File: src/rtl/cke_pd_pkg.sv
// Shared constants for the clock-enable power-down sequencer and its host
package cke_pd_pkg;
  localparam int unsigned CKE_W          = 2;   // Input clock-enables per rank pair
  localparam int unsigned CS_W           = 4;   // Chip selects (four-rank capable)
  localparam int unsigned ODT_W          = 2;   // ODT signals
  localparam int unsigned ADDR_W         = 16;  // Address width
  localparam int unsigned CNT_W          = 4;   // Width of delay counters
  localparam logic [3:0]  IN_DIS_CLKS    = 4'h4; // Input-disable delay in clocks
  localparam logic [3:0]  OUT_DIS_CLKS   = 4'h2; // Output-disable delay in clocks
  localparam logic [3:0]  FIXED_OUT_CLKS = 4'h4; // Fixed-output interval in clocks
  localparam logic [3:0]  PAR_HOLD_CLKS  = 4'h1; // Extra parity buffer hold
  localparam logic [3:0]  CLK_STOP_CLKS  = 4'h8; // Stalled-clock detect window
  localparam int unsigned CFG_PD_EN_BIT  = 1;   // Power-down enable bit
  localparam int unsigned CFG_KEEP_BIT   = 0;   // Termination keep bit
  localparam logic [ADDR_W-1:0] FIXED_ADDR = 16'h0000; // Address level on exit
  localparam logic FIXED_STROBE = 1'b1;           // Strobe/WE level on exit (no-op)
endpackage

File: src/rtl/cke_pd_if.sv
// Interface joining host controller and registering clock driver
`timescale 1ns/100ps
interface cke_pd_if;
  import cke_pd_pkg::*;
  logic [CKE_W-1:0]  input_clk_enable;   // Host clock-enables
  logic [CS_W-1:0]   input_chip_select;  // Host chip selects, active low
  logic [ODT_W-1:0]  input_odt;          // Host ODT
  logic              ras_n;              // Row strobe in
  logic              cas_n;              // Column strobe in
  logic              we_n;               // Write enable in
  logic [ADDR_W-1:0] addr;               // Address in
  logic              parity_input;       // Parity in
  logic              clk_run;            // Input clock running indication
  logic              inputs_gated;       // Device has disabled its command input buffers
  modport device (input input_clk_enable, input_chip_select, input_odt, ras_n, cas_n,
                  we_n, addr, parity_input, clk_run, output inputs_gated);
  modport host   (output input_clk_enable, input_chip_select, input_odt, ras_n, cas_n,
                  we_n, addr, parity_input, clk_run, input inputs_gated);
endinterface

File: src/rtl/cke_pd_device.sv
// Device-side clock-enable power-down control of a registering clock driver
`timescale 1ns/100ps
module cke_pd_device
  import cke_pd_pkg::*;
(
  // Clock and reset
  input  wire logic               clk,
  input  wire logic               rst_n,
  // Configuration word bits
  input  wire logic [1:0]         power_down_config_word,
  // Link from host
  cke_pd_if.device                link,
  // Registered outputs to DRAM ranks
  output logic [CKE_W-1:0]        output_clk_enable,
  output logic [CS_W-1:0]         output_chip_select,
  output logic [ODT_W-1:0]        output_odt,
  output logic                    output_row_strobe,
  output logic                    output_column_strobe,
  output logic                    output_write_enable,
  output logic [ADDR_W-1:0]       output_address,
  // Output enables, low while driving
  output logic                    cmd_oe_n,
  output logic                    odt_oe_n,
  output logic                    cke_oe_n,
  output logic                    clock_outputs_oe_n,
  // Buffer gating status
  output logic                    input_bus_termination,
  output logic                    cmd_in_buf_en,
  output logic                    parity_buf_en,
  output logic                    odt_in_buf_en
);
  typedef enum logic [4:0] {
    S_RUN  = 5'h01, // Outputs follow inputs
    S_PD   = 5'h02, // Clock-enable power-down
    S_EXIT = 5'h04, // Fixed-output interval
    S_STOP = 5'h08, // Clock stopped standby
    S_CSH  = 5'h10  // Unused spare code guard
  } st_e;

  st_e                st_q, st_d;            // Main state
  logic [CNT_W-1:0]   cnt_q, cnt_d;          // Entry and exit delay counter
  logic [CNT_W-1:0]   stop_q, stop_d;        // Stopped-clock detect counter
  logic [CKE_W-1:0]   cke_prev_q;            // Last sampled clock-enables
  logic               keep_q, keep_d;        // Termination kept in this power-down
  logic [CKE_W-1:0]   qcke_q, qcke_d;
  logic [CS_W-1:0]    qcs_q, qcs_d;
  logic [ODT_W-1:0]   qodt_q, qodt_d;
  logic               qras_q, qras_d, qcas_q, qcas_d, qwe_q, qwe_d;
  logic [ADDR_W-1:0]  qaddr_q, qaddr_d;
  logic               cmd_oe_n_q, cmd_oe_n_d, odt_oe_n_q, odt_oe_n_d;
  logic               clko_oe_n_q, clko_oe_n_d, cke_oe_n_q, cke_oe_n_d;
  logic               ibt_q, ibt_d, cmdb_q, cmdb_d, parb_q, parb_d, odtb_q, odtb_d;
  logic               pd_en;
  logic               entry;

  assign pd_en = power_down_config_word[CFG_PD_EN_BIT];
  // Both latched low with at least one falling edge
  assign entry = pd_en && (link.input_clk_enable == '0) && (cke_prev_q != '0);

  // Next-state and output computation
  always_comb begin
    st_d        = st_q;
    cnt_d       = cnt_q;
    keep_d      = keep_q;
    stop_d      = link.clk_run ? '0 : ((stop_q == CLK_STOP_CLKS) ? stop_q : stop_q + 1'b1);
    qcke_d      = link.input_clk_enable;
    qcs_d       = link.input_chip_select;
    qodt_d      = link.input_odt;
    qras_d      = link.ras_n;
    qcas_d      = link.cas_n;
    qwe_d       = link.we_n;
    qaddr_d     = link.addr;
    cmd_oe_n_d  = 1'b0;
    odt_oe_n_d  = 1'b0;
    cke_oe_n_d  = 1'b0;
    clko_oe_n_d = 1'b0;
    ibt_d       = 1'b1;
    cmdb_d      = 1'b1;
    parb_d      = 1'b1;
    odtb_d      = 1'b1;
    case (st_q)
      S_RUN: begin
        if (entry) begin
          st_d   = S_PD;
          cnt_d  = '0;
          keep_d = power_down_config_word[CFG_KEEP_BIT];
        end
      end
      S_PD: begin
        cnt_d  = (cnt_q == IN_DIS_CLKS + PAR_HOLD_CLKS) ? cnt_q : cnt_q + 1'b1;
        qcke_d = link.input_clk_enable;
        if (!keep_q) begin
          qodt_d = '0;
        end
        // Inputs gated within input-disable delay, parity one clock later
        cmdb_d = (cnt_q + 1'b1) < IN_DIS_CLKS;
        parb_d = (cnt_q + 1'b1) < IN_DIS_CLKS + PAR_HOLD_CLKS;
        ibt_d  = keep_q || ((cnt_q + 1'b1) < IN_DIS_CLKS);
        odtb_d = keep_q || ((cnt_q + 1'b1) < IN_DIS_CLKS);
        cmd_oe_n_d = (cnt_q + 1'b1) >= OUT_DIS_CLKS;
        if (stop_q == CLK_STOP_CLKS) begin
          st_d = S_STOP;
        end else if (link.input_clk_enable != '0) begin
          st_d       = S_EXIT;
          cnt_d      = '0;
          cmd_oe_n_d = 1'b0;
          // Selects and command lines take safe levels together with the enables
          qcs_d      = '1;
          qras_d     = FIXED_STROBE;
          qcas_d     = FIXED_STROBE;
          qwe_d      = FIXED_STROBE;
          qaddr_d    = FIXED_ADDR;
        end
      end
      S_EXIT: begin
        cnt_d   = cnt_q + 1'b1;
        qcs_d   = link.input_chip_select;
        qodt_d  = keep_q ? link.input_odt : '0;
        qras_d  = FIXED_STROBE;
        qcas_d  = FIXED_STROBE;
        qwe_d   = FIXED_STROBE;
        qaddr_d = FIXED_ADDR;
        // The exit edge itself was the first fixed clock
        if (cnt_q + 1'b1 >= FIXED_OUT_CLKS - 1'b1) begin
          st_d = S_RUN;
        end
      end
      S_STOP: begin
        // Everything floats except the clock-enables held low
        qcke_d     = '0;
        qodt_d     = '0;
        cmd_oe_n_d = 1'b1;
        ibt_d      = 1'b0;
        cmdb_d     = 1'b0;
        parb_d     = 1'b0;
        odtb_d     = 1'b0;
        if (link.clk_run) begin
          // Clock back with enables still low: resume clock-enable power-down,
          // so only a rising enable runs the exit sequence
          st_d   = S_PD;
          ibt_d  = keep_q;
          odtb_d = keep_q;
        end else begin
          odt_oe_n_d  = 1'b1;
          clko_oe_n_d = 1'b1;
        end
      end
      default: begin
        st_d = S_RUN;
      end
    endcase
    if (st_d == S_PD && st_q == S_RUN) begin
      qcke_d = '0;
      // ODT goes low on the entry clock too when termination is switched off
      if (!keep_d) begin
        qodt_d = '0;
      end
    end
    if (st_d == S_PD) begin
      cke_oe_n_d = 1'b0;
    end
  end

  // Registers
  always_ff @(posedge clk or negedge rst_n) begin
    if (!rst_n) begin
      st_q        <= S_RUN;
      cnt_q       <= '0;
      stop_q      <= '0;
      cke_prev_q  <= '0;
      keep_q      <= 1'b0;
      qcke_q      <= '0;
      qcs_q       <= '1;
      qodt_q      <= '0;
      qras_q      <= 1'b1;
      qcas_q      <= 1'b1;
      qwe_q       <= 1'b1;
      qaddr_q     <= '0;
      cmd_oe_n_q  <= 1'b1;
      odt_oe_n_q  <= 1'b0;
      cke_oe_n_q  <= 1'b0;
      clko_oe_n_q <= 1'b0;
      ibt_q       <= 1'b0;
      cmdb_q      <= 1'b1;
      parb_q      <= 1'b1;
      odtb_q      <= 1'b1;
    end else begin
      st_q        <= st_d;
      cnt_q       <= cnt_d;
      stop_q      <= stop_d;
      cke_prev_q  <= link.input_clk_enable;
      keep_q      <= keep_d;
      qcke_q      <= qcke_d;
      qcs_q       <= qcs_d;
      qodt_q      <= qodt_d;
      qras_q      <= qras_d;
      qcas_q      <= qcas_d;
      qwe_q       <= qwe_d;
      qaddr_q     <= qaddr_d;
      cmd_oe_n_q  <= cmd_oe_n_d;
      odt_oe_n_q  <= odt_oe_n_d;
      cke_oe_n_q  <= cke_oe_n_d;
      clko_oe_n_q <= clko_oe_n_d;
      ibt_q       <= ibt_d;
      cmdb_q      <= cmdb_d;
      parb_q      <= parb_d;
      odtb_q      <= odtb_d;
    end
  end

  // Outputs straight from flip-flops
  assign output_clk_enable     = qcke_q;
  assign output_chip_select    = qcs_q;
  assign output_odt            = qodt_q;
  assign output_row_strobe     = qras_q;
  assign output_column_strobe  = qcas_q;
  assign output_write_enable   = qwe_q;
  assign output_address        = qaddr_q;
  assign cmd_oe_n              = cmd_oe_n_q;
  assign odt_oe_n              = odt_oe_n_q;
  assign cke_oe_n              = cke_oe_n_q;
  assign clock_outputs_oe_n    = clko_oe_n_q;
  assign input_bus_termination = ibt_q;
  assign cmd_in_buf_en         = cmdb_q;
  assign parity_buf_en         = parb_q;
  assign odt_in_buf_en         = odtb_q;
  assign link.inputs_gated     = ~cmdb_q;
endmodule

File: src/flat_wrapper.sv
// flat-port wrapper written by rule: the top's interface ports become plain ports
module cke_pd_device_flat import cke_pd_pkg::*;
  (clk, rst_n, power_down_config_word, output_clk_enable, output_chip_select, output_odt, output_row_strobe, output_column_strobe, output_write_enable, output_address, cmd_oe_n, odt_oe_n, cke_oe_n, clock_outputs_oe_n, input_bus_termination, cmd_in_buf_en, parity_buf_en, odt_in_buf_en, link_input_clk_enable, link_input_chip_select, link_input_odt, link_ras_n, link_cas_n, link_we_n, link_addr, link_parity_input, link_clk_run, link_inputs_gated);
  cke_pd_if link_i ();
  input  wire logic clk;
  input  wire logic rst_n;
  input  wire logic [1:0] power_down_config_word;
  output logic [CKE_W-1:0] output_clk_enable;
  output logic [CS_W-1:0] output_chip_select;
  output logic [ODT_W-1:0] output_odt;
  output logic output_row_strobe;
  output logic output_column_strobe;
  output logic output_write_enable;
  output logic [ADDR_W-1:0] output_address;
  output logic cmd_oe_n;
  output logic odt_oe_n;
  output logic cke_oe_n;
  output logic clock_outputs_oe_n;
  output logic input_bus_termination;
  output logic cmd_in_buf_en;
  output logic parity_buf_en;
  output logic odt_in_buf_en;
  input wire logic [$bits(link_i.input_clk_enable)-1:0] link_input_clk_enable;
  input wire logic [$bits(link_i.input_chip_select)-1:0] link_input_chip_select;
  input wire logic [$bits(link_i.input_odt)-1:0] link_input_odt;
  input wire logic [$bits(link_i.ras_n)-1:0] link_ras_n;
  input wire logic [$bits(link_i.cas_n)-1:0] link_cas_n;
  input wire logic [$bits(link_i.we_n)-1:0] link_we_n;
  input wire logic [$bits(link_i.addr)-1:0] link_addr;
  input wire logic [$bits(link_i.parity_input)-1:0] link_parity_input;
  input wire logic [$bits(link_i.clk_run)-1:0] link_clk_run;
  output wire logic [$bits(link_i.inputs_gated)-1:0] link_inputs_gated;
  assign link_i.input_clk_enable = link_input_clk_enable;
  assign link_i.input_chip_select = link_input_chip_select;
  assign link_i.input_odt = link_input_odt;
  assign link_i.ras_n = link_ras_n;
  assign link_i.cas_n = link_cas_n;
  assign link_i.we_n = link_we_n;
  assign link_i.addr = link_addr;
  assign link_i.parity_input = link_parity_input;
  assign link_i.clk_run = link_clk_run;
  assign link_inputs_gated = link_i.inputs_gated;
  cke_pd_device u_core (.clk(clk), .rst_n(rst_n), .power_down_config_word(power_down_config_word), .link(link_i), .output_clk_enable(output_clk_enable), .output_chip_select(output_chip_select), .output_odt(output_odt), .output_row_strobe(output_row_strobe), .output_column_strobe(output_column_strobe), .output_write_enable(output_write_enable), .output_address(output_address), .cmd_oe_n(cmd_oe_n), .odt_oe_n(odt_oe_n), .cke_oe_n(cke_oe_n), .clock_outputs_oe_n(clock_outputs_oe_n), .input_bus_termination(input_bus_termination), .cmd_in_buf_en(cmd_in_buf_en), .parity_buf_en(parity_buf_en), .odt_in_buf_en(odt_in_buf_en));
endmodule
File: config.mk
export PLATFORM = sky130hd
export DESIGN_NAME = cke_pd_device_flat
export DESIGN_NICKNAME = d
export VERILOG_FILES = /design/src/rtl/cke_pd_pkg.sv /design/src/rtl/cke_pd_if.sv /design/src/rtl/cke_pd_device.sv /design/src/flat_wrapper.sv
export SDC_FILE = /design/constraint.sdc
export NUM_CORES = 1
export LEC_CHECK = 0
export ABC_AREA = 1
export BUFFER_PORTS_ARGS = -buffer_cell sky130_fd_sc_hd__buf_2
export CAP_MARGIN = 25
export CORE_MARGIN = 2
export CORE_UTILIZATION = 50
export DETAILED_ROUTE_END_ITERATION = 6
export PLACE_DENSITY = 0.83
export SLEW_MARGIN = 0
export SYNTH_ARGS = -nofsm -noshare
export SYNTH_HDL_FRONTEND = slang
export SYNTH_SLANG_ARGS = --single-unit
export TNS_END_PERCENT = 30
File: constraint.sdc
create_clock -name clk -period 1.9 [get_ports clk]
set_input_delay 0.095 -clock clk [delete_from_list [all_inputs] [get_ports clk]]
set_output_delay 0.095 -clock clk [all_outputs]
set_load 0.01 [all_outputs]
==> flow_summary_export.csv <==
group,metric,value,unit
pwr,max-vdd-ir-drop,0.368,mV
sta,finalHoldViolCount,0,
yosys,yosysMostFrequentCell,"inv_1",
yosys,synth-simple-area-share,0.254,
pwr,power_frac_comb,0.152,
pwr,p_int,1700,µW
layout,antennaDiodeCount,0,
outcome,run_status,"complete, no violations",
routing,drt-total-wl,4520,µm
cts,h-tree-depth,2,
yosys,synth_top_area_share,0.425,
layout,fin_nets,357,
yosys,syn_avg_cell_area,9.55,µm²
run,drv_cap,0,
yosys,synthAdderAreaFrac,0.0287,
pwr,swShare,0.254,
sta,setup_tns,0,ns
worst_hold_path,hp-class,"input pin to flop",
critical_path,path_max_fanout,8,
place,port_buffers,66,
die,dieArea,4900,µm²
yosys,synthArstFlopShare,1.00,
critical_path,crit_type,"flop to flop",
layout,fill_cells,326,
sta,fin_worst_skew,0.00561,ns
cts,cts_root_buf,"clkbuf_8",
sta,slew_viol_final,0,
cts,cts_buffer_depth,2,
critical_path,cp-end-kind,"flop",
global_route,grt_remaining_overflow,0,
yosys,ys_types,27,
routing,drt_iter0_markers,131,
cts,cts-hold-fix-buffers,18,
yosys,synth_compound_gate_area_share,0.0460,
routing,wl_per_cell,12.1,µm
yosys,synth_area,2180,µm²
pwr,clkPwrFrac,0.338,
yosys,netlist_instances,228,
yosys,synth_xor_area_frac,0.00804,
cts,cts_inserted_buffers,5,
pwr,p_per_area,799,nW/µm²
die,design.core.area,4260,µm²
die,initial_utilization,0.511,
pwr,power_leakage,0.00154,µW
critical_path,cp_data_required_time,2.08,ns
critical_path,cp_data_arrival_time,1.81,ns
yosys,synth_top_family_by_area,"simple AND/OR/NAND/NOR gates",
yosys,yosys.area.top_type,"dfrtp_1",
cts,clock_sink_count,49,
routing,drcViolationCount,0,
cts,clkTransAtPathRegs,0.08,ns
pwr,p_switching,579,µW
sta,period_needed,1.63,ns
global_route,grt_util_all_layers,0.206,
layout,finish.utilization,0.668,
yosys,ys_seq_elements,49,
cts,cts_resized,0,
pwr,seq_power_share,0.511,
sta,fin_crit_sh,0.860,
yosys,synth-edff-count,0,
global_route,grt_pass1_vias,1764,
cts,cts_tree,"built",
sta,fmax,0.612,GHz
place,post-dp-hpwl,3160,µm
routing,via_count,1734,
global_route,antenna_found_initial,0,
layout,syn_to_final_growth,30.8,%
yosys,yosysSeqAreaShare,0.570,
yosys,synthFlopType,"dfrtp_1",
die,die_h,70.0,µm
die,ios,69,
layout,drive_gt1_frac,0.331,
sta,rsz0062_at_grt,"false",
cts,cts_setup_buffers,0,
place,gp_congestion,0.845,
layout,seq_area,1240,µm²
yosys,synth_common_cells,"inv_1, nand2_1, dfrtp_1",
cts,clk-insertion-delay-late,0.31,ns
routing,postRouteAntennaNets,0,
global_route,grt_pass1_wl,7870,µm
routing,first_pass_iters,4,
layout,multi_input_area,741,µm²
die,num_rows,24,
critical_path,crit_path_start_kind,"flop",
die,die_x,70.0,µm
yosys,yosys_warnings,0,
sta,setup_violations,0,
routing,drt-vias-per-instance,4.66,
yosys,synth.area.mux_share,0,
global_route,grt_max_degree,20,
yosys,synth.area.top_cells,"dfrtp_1, dfstp_2, inv_1",
==> layout by cell type (no fill, tap or decap), types with 3 or more instances in the layout <==
cell type      Yosys  routed
buf_2              0      66
inv_1             41      41
nand2_1           38      38
dfrtp_1           37      37
nor2_1            29      29
nand3_1           20      20
dlygate4sd3_1      0      18
dfstp_2           12      12
nor2_4            10      10
o21ai_0            9       9
clkbuf_8           0       6
a21oi_1            5       5
ha_1               5       5
nand3b_1           3       3
buf_4              2       3
==> final cells by class <==
type	instances	share of cell area
sequential	49	0.435
tap	52	0.0228
timing repair buffer	87	0.187
clock inverter	1	0.0105
clock buffer	7	0.0303
inverter	41	0.0540
multi-input combinational	135	0.260
==> cell families (layout without fill, tap and decap cells) <==
family | count (synthesis) | after routing
AOI/OAI and AO/OA | 18 | 18
xor gates and xnor gates | 2 | 2
adders and majority gates | 5 | 5
buffers and inverters | 45 | 136
DFF | 49 | 49
other | 1 | 2
and+or+nand+nor | 108 | 108
==> sequential cells by signal, indices dropped and copies added (netlist names) <==
register and cells:
u_core.cke_prev_q 2, u_core.cmd_in_buf_en 1, u_core.cmd_oe_n 1, u_core.cnt_q 4, u_core.input_bus_termination 1, u_core.keep_q 1, u_core.odt_in_buf_en 1, u_core.odt_oe_n 1
u_core.output_address 16, u_core.output_chip_select 4, u_core.output_clk_enable 2, u_core.output_column_strobe 1, u_core.output_odt 2, u_core.output_row_strobe 1, u_core.output_write_enable 1, u_core.parity_buf_en 1
u_core.st_q 5, u_core.stop_q 4
==> power by group through the flow <==
stage	logic, µW	registers [µW]	clock network [µW]
finish	346	1160	769
global route	391	1170	832
CTS	344	1160	780
detailed placement	315	1180	0
global placement	301	1180	0
floorplan	175	1190	0
==> final timing paths <==
check                                 start  cells past startpoint  slack, ns                        to
max                        u_core.stop_q[0]                      7       0.27            u_core.st_q[2]
min                            link_addr[8]                      3       0.01  u_core.output_address[8]
max reg2reg                u_core.stop_q[0]                      7       0.27            u_core.st_q[2]
min reg2reg                u_core.stop_q[0]                      1       0.52          u_core.stop_q[0]
max in group asynchronous             rst_n                      3       1.05      u_core.parity_buf_en
min in group asynchronous             rst_n                      2       0.23  u_core.output_address[9]
==> metal layers <==
metal / up-vias / part of all wire / global-route usage
li1: 870 / - / -
met1: 804 / 0.39 / 0.254
met2: 52 / 0.53 / 0.356
met3: 8 / 0.052 / 0.0433
met4: 0 / 0.021 / 0.0791
met5: - / 0 / 0
==> critical path, stage by stage (launching register included) <==
cell and delay (ns):
dfrtp_1 0.42, inv_1 0.07, ha_1 0.14, nand2_1 0.06
nor2_2 0.22, inv_1 0.17, nand3_1 0.29, o21ai_0 0.14
==> stage by stage <==
stage / std cells / hold WS (ns) / total power, µW / setup WS, ns / area, µm²
after CTS: 372 / 0.00736 / 2290 / 0.255 / 2850
final: 372 / 0.0128 / 2280 / 0.265 / 2850
after detailed placement: 346 / 0.0382 / 1500 / 0.282 / 2550
after global placement: 346 / 0.0308 / 1480 / 0.328 / 2550
after global routing: 372 / 0.0152 / 2390 / 0.0888 / 2850
after floorplan: 229 / -0.201 / 1360 / 0.452 / 2180
No activity file was read; power rests on OpenSTA's default activity.
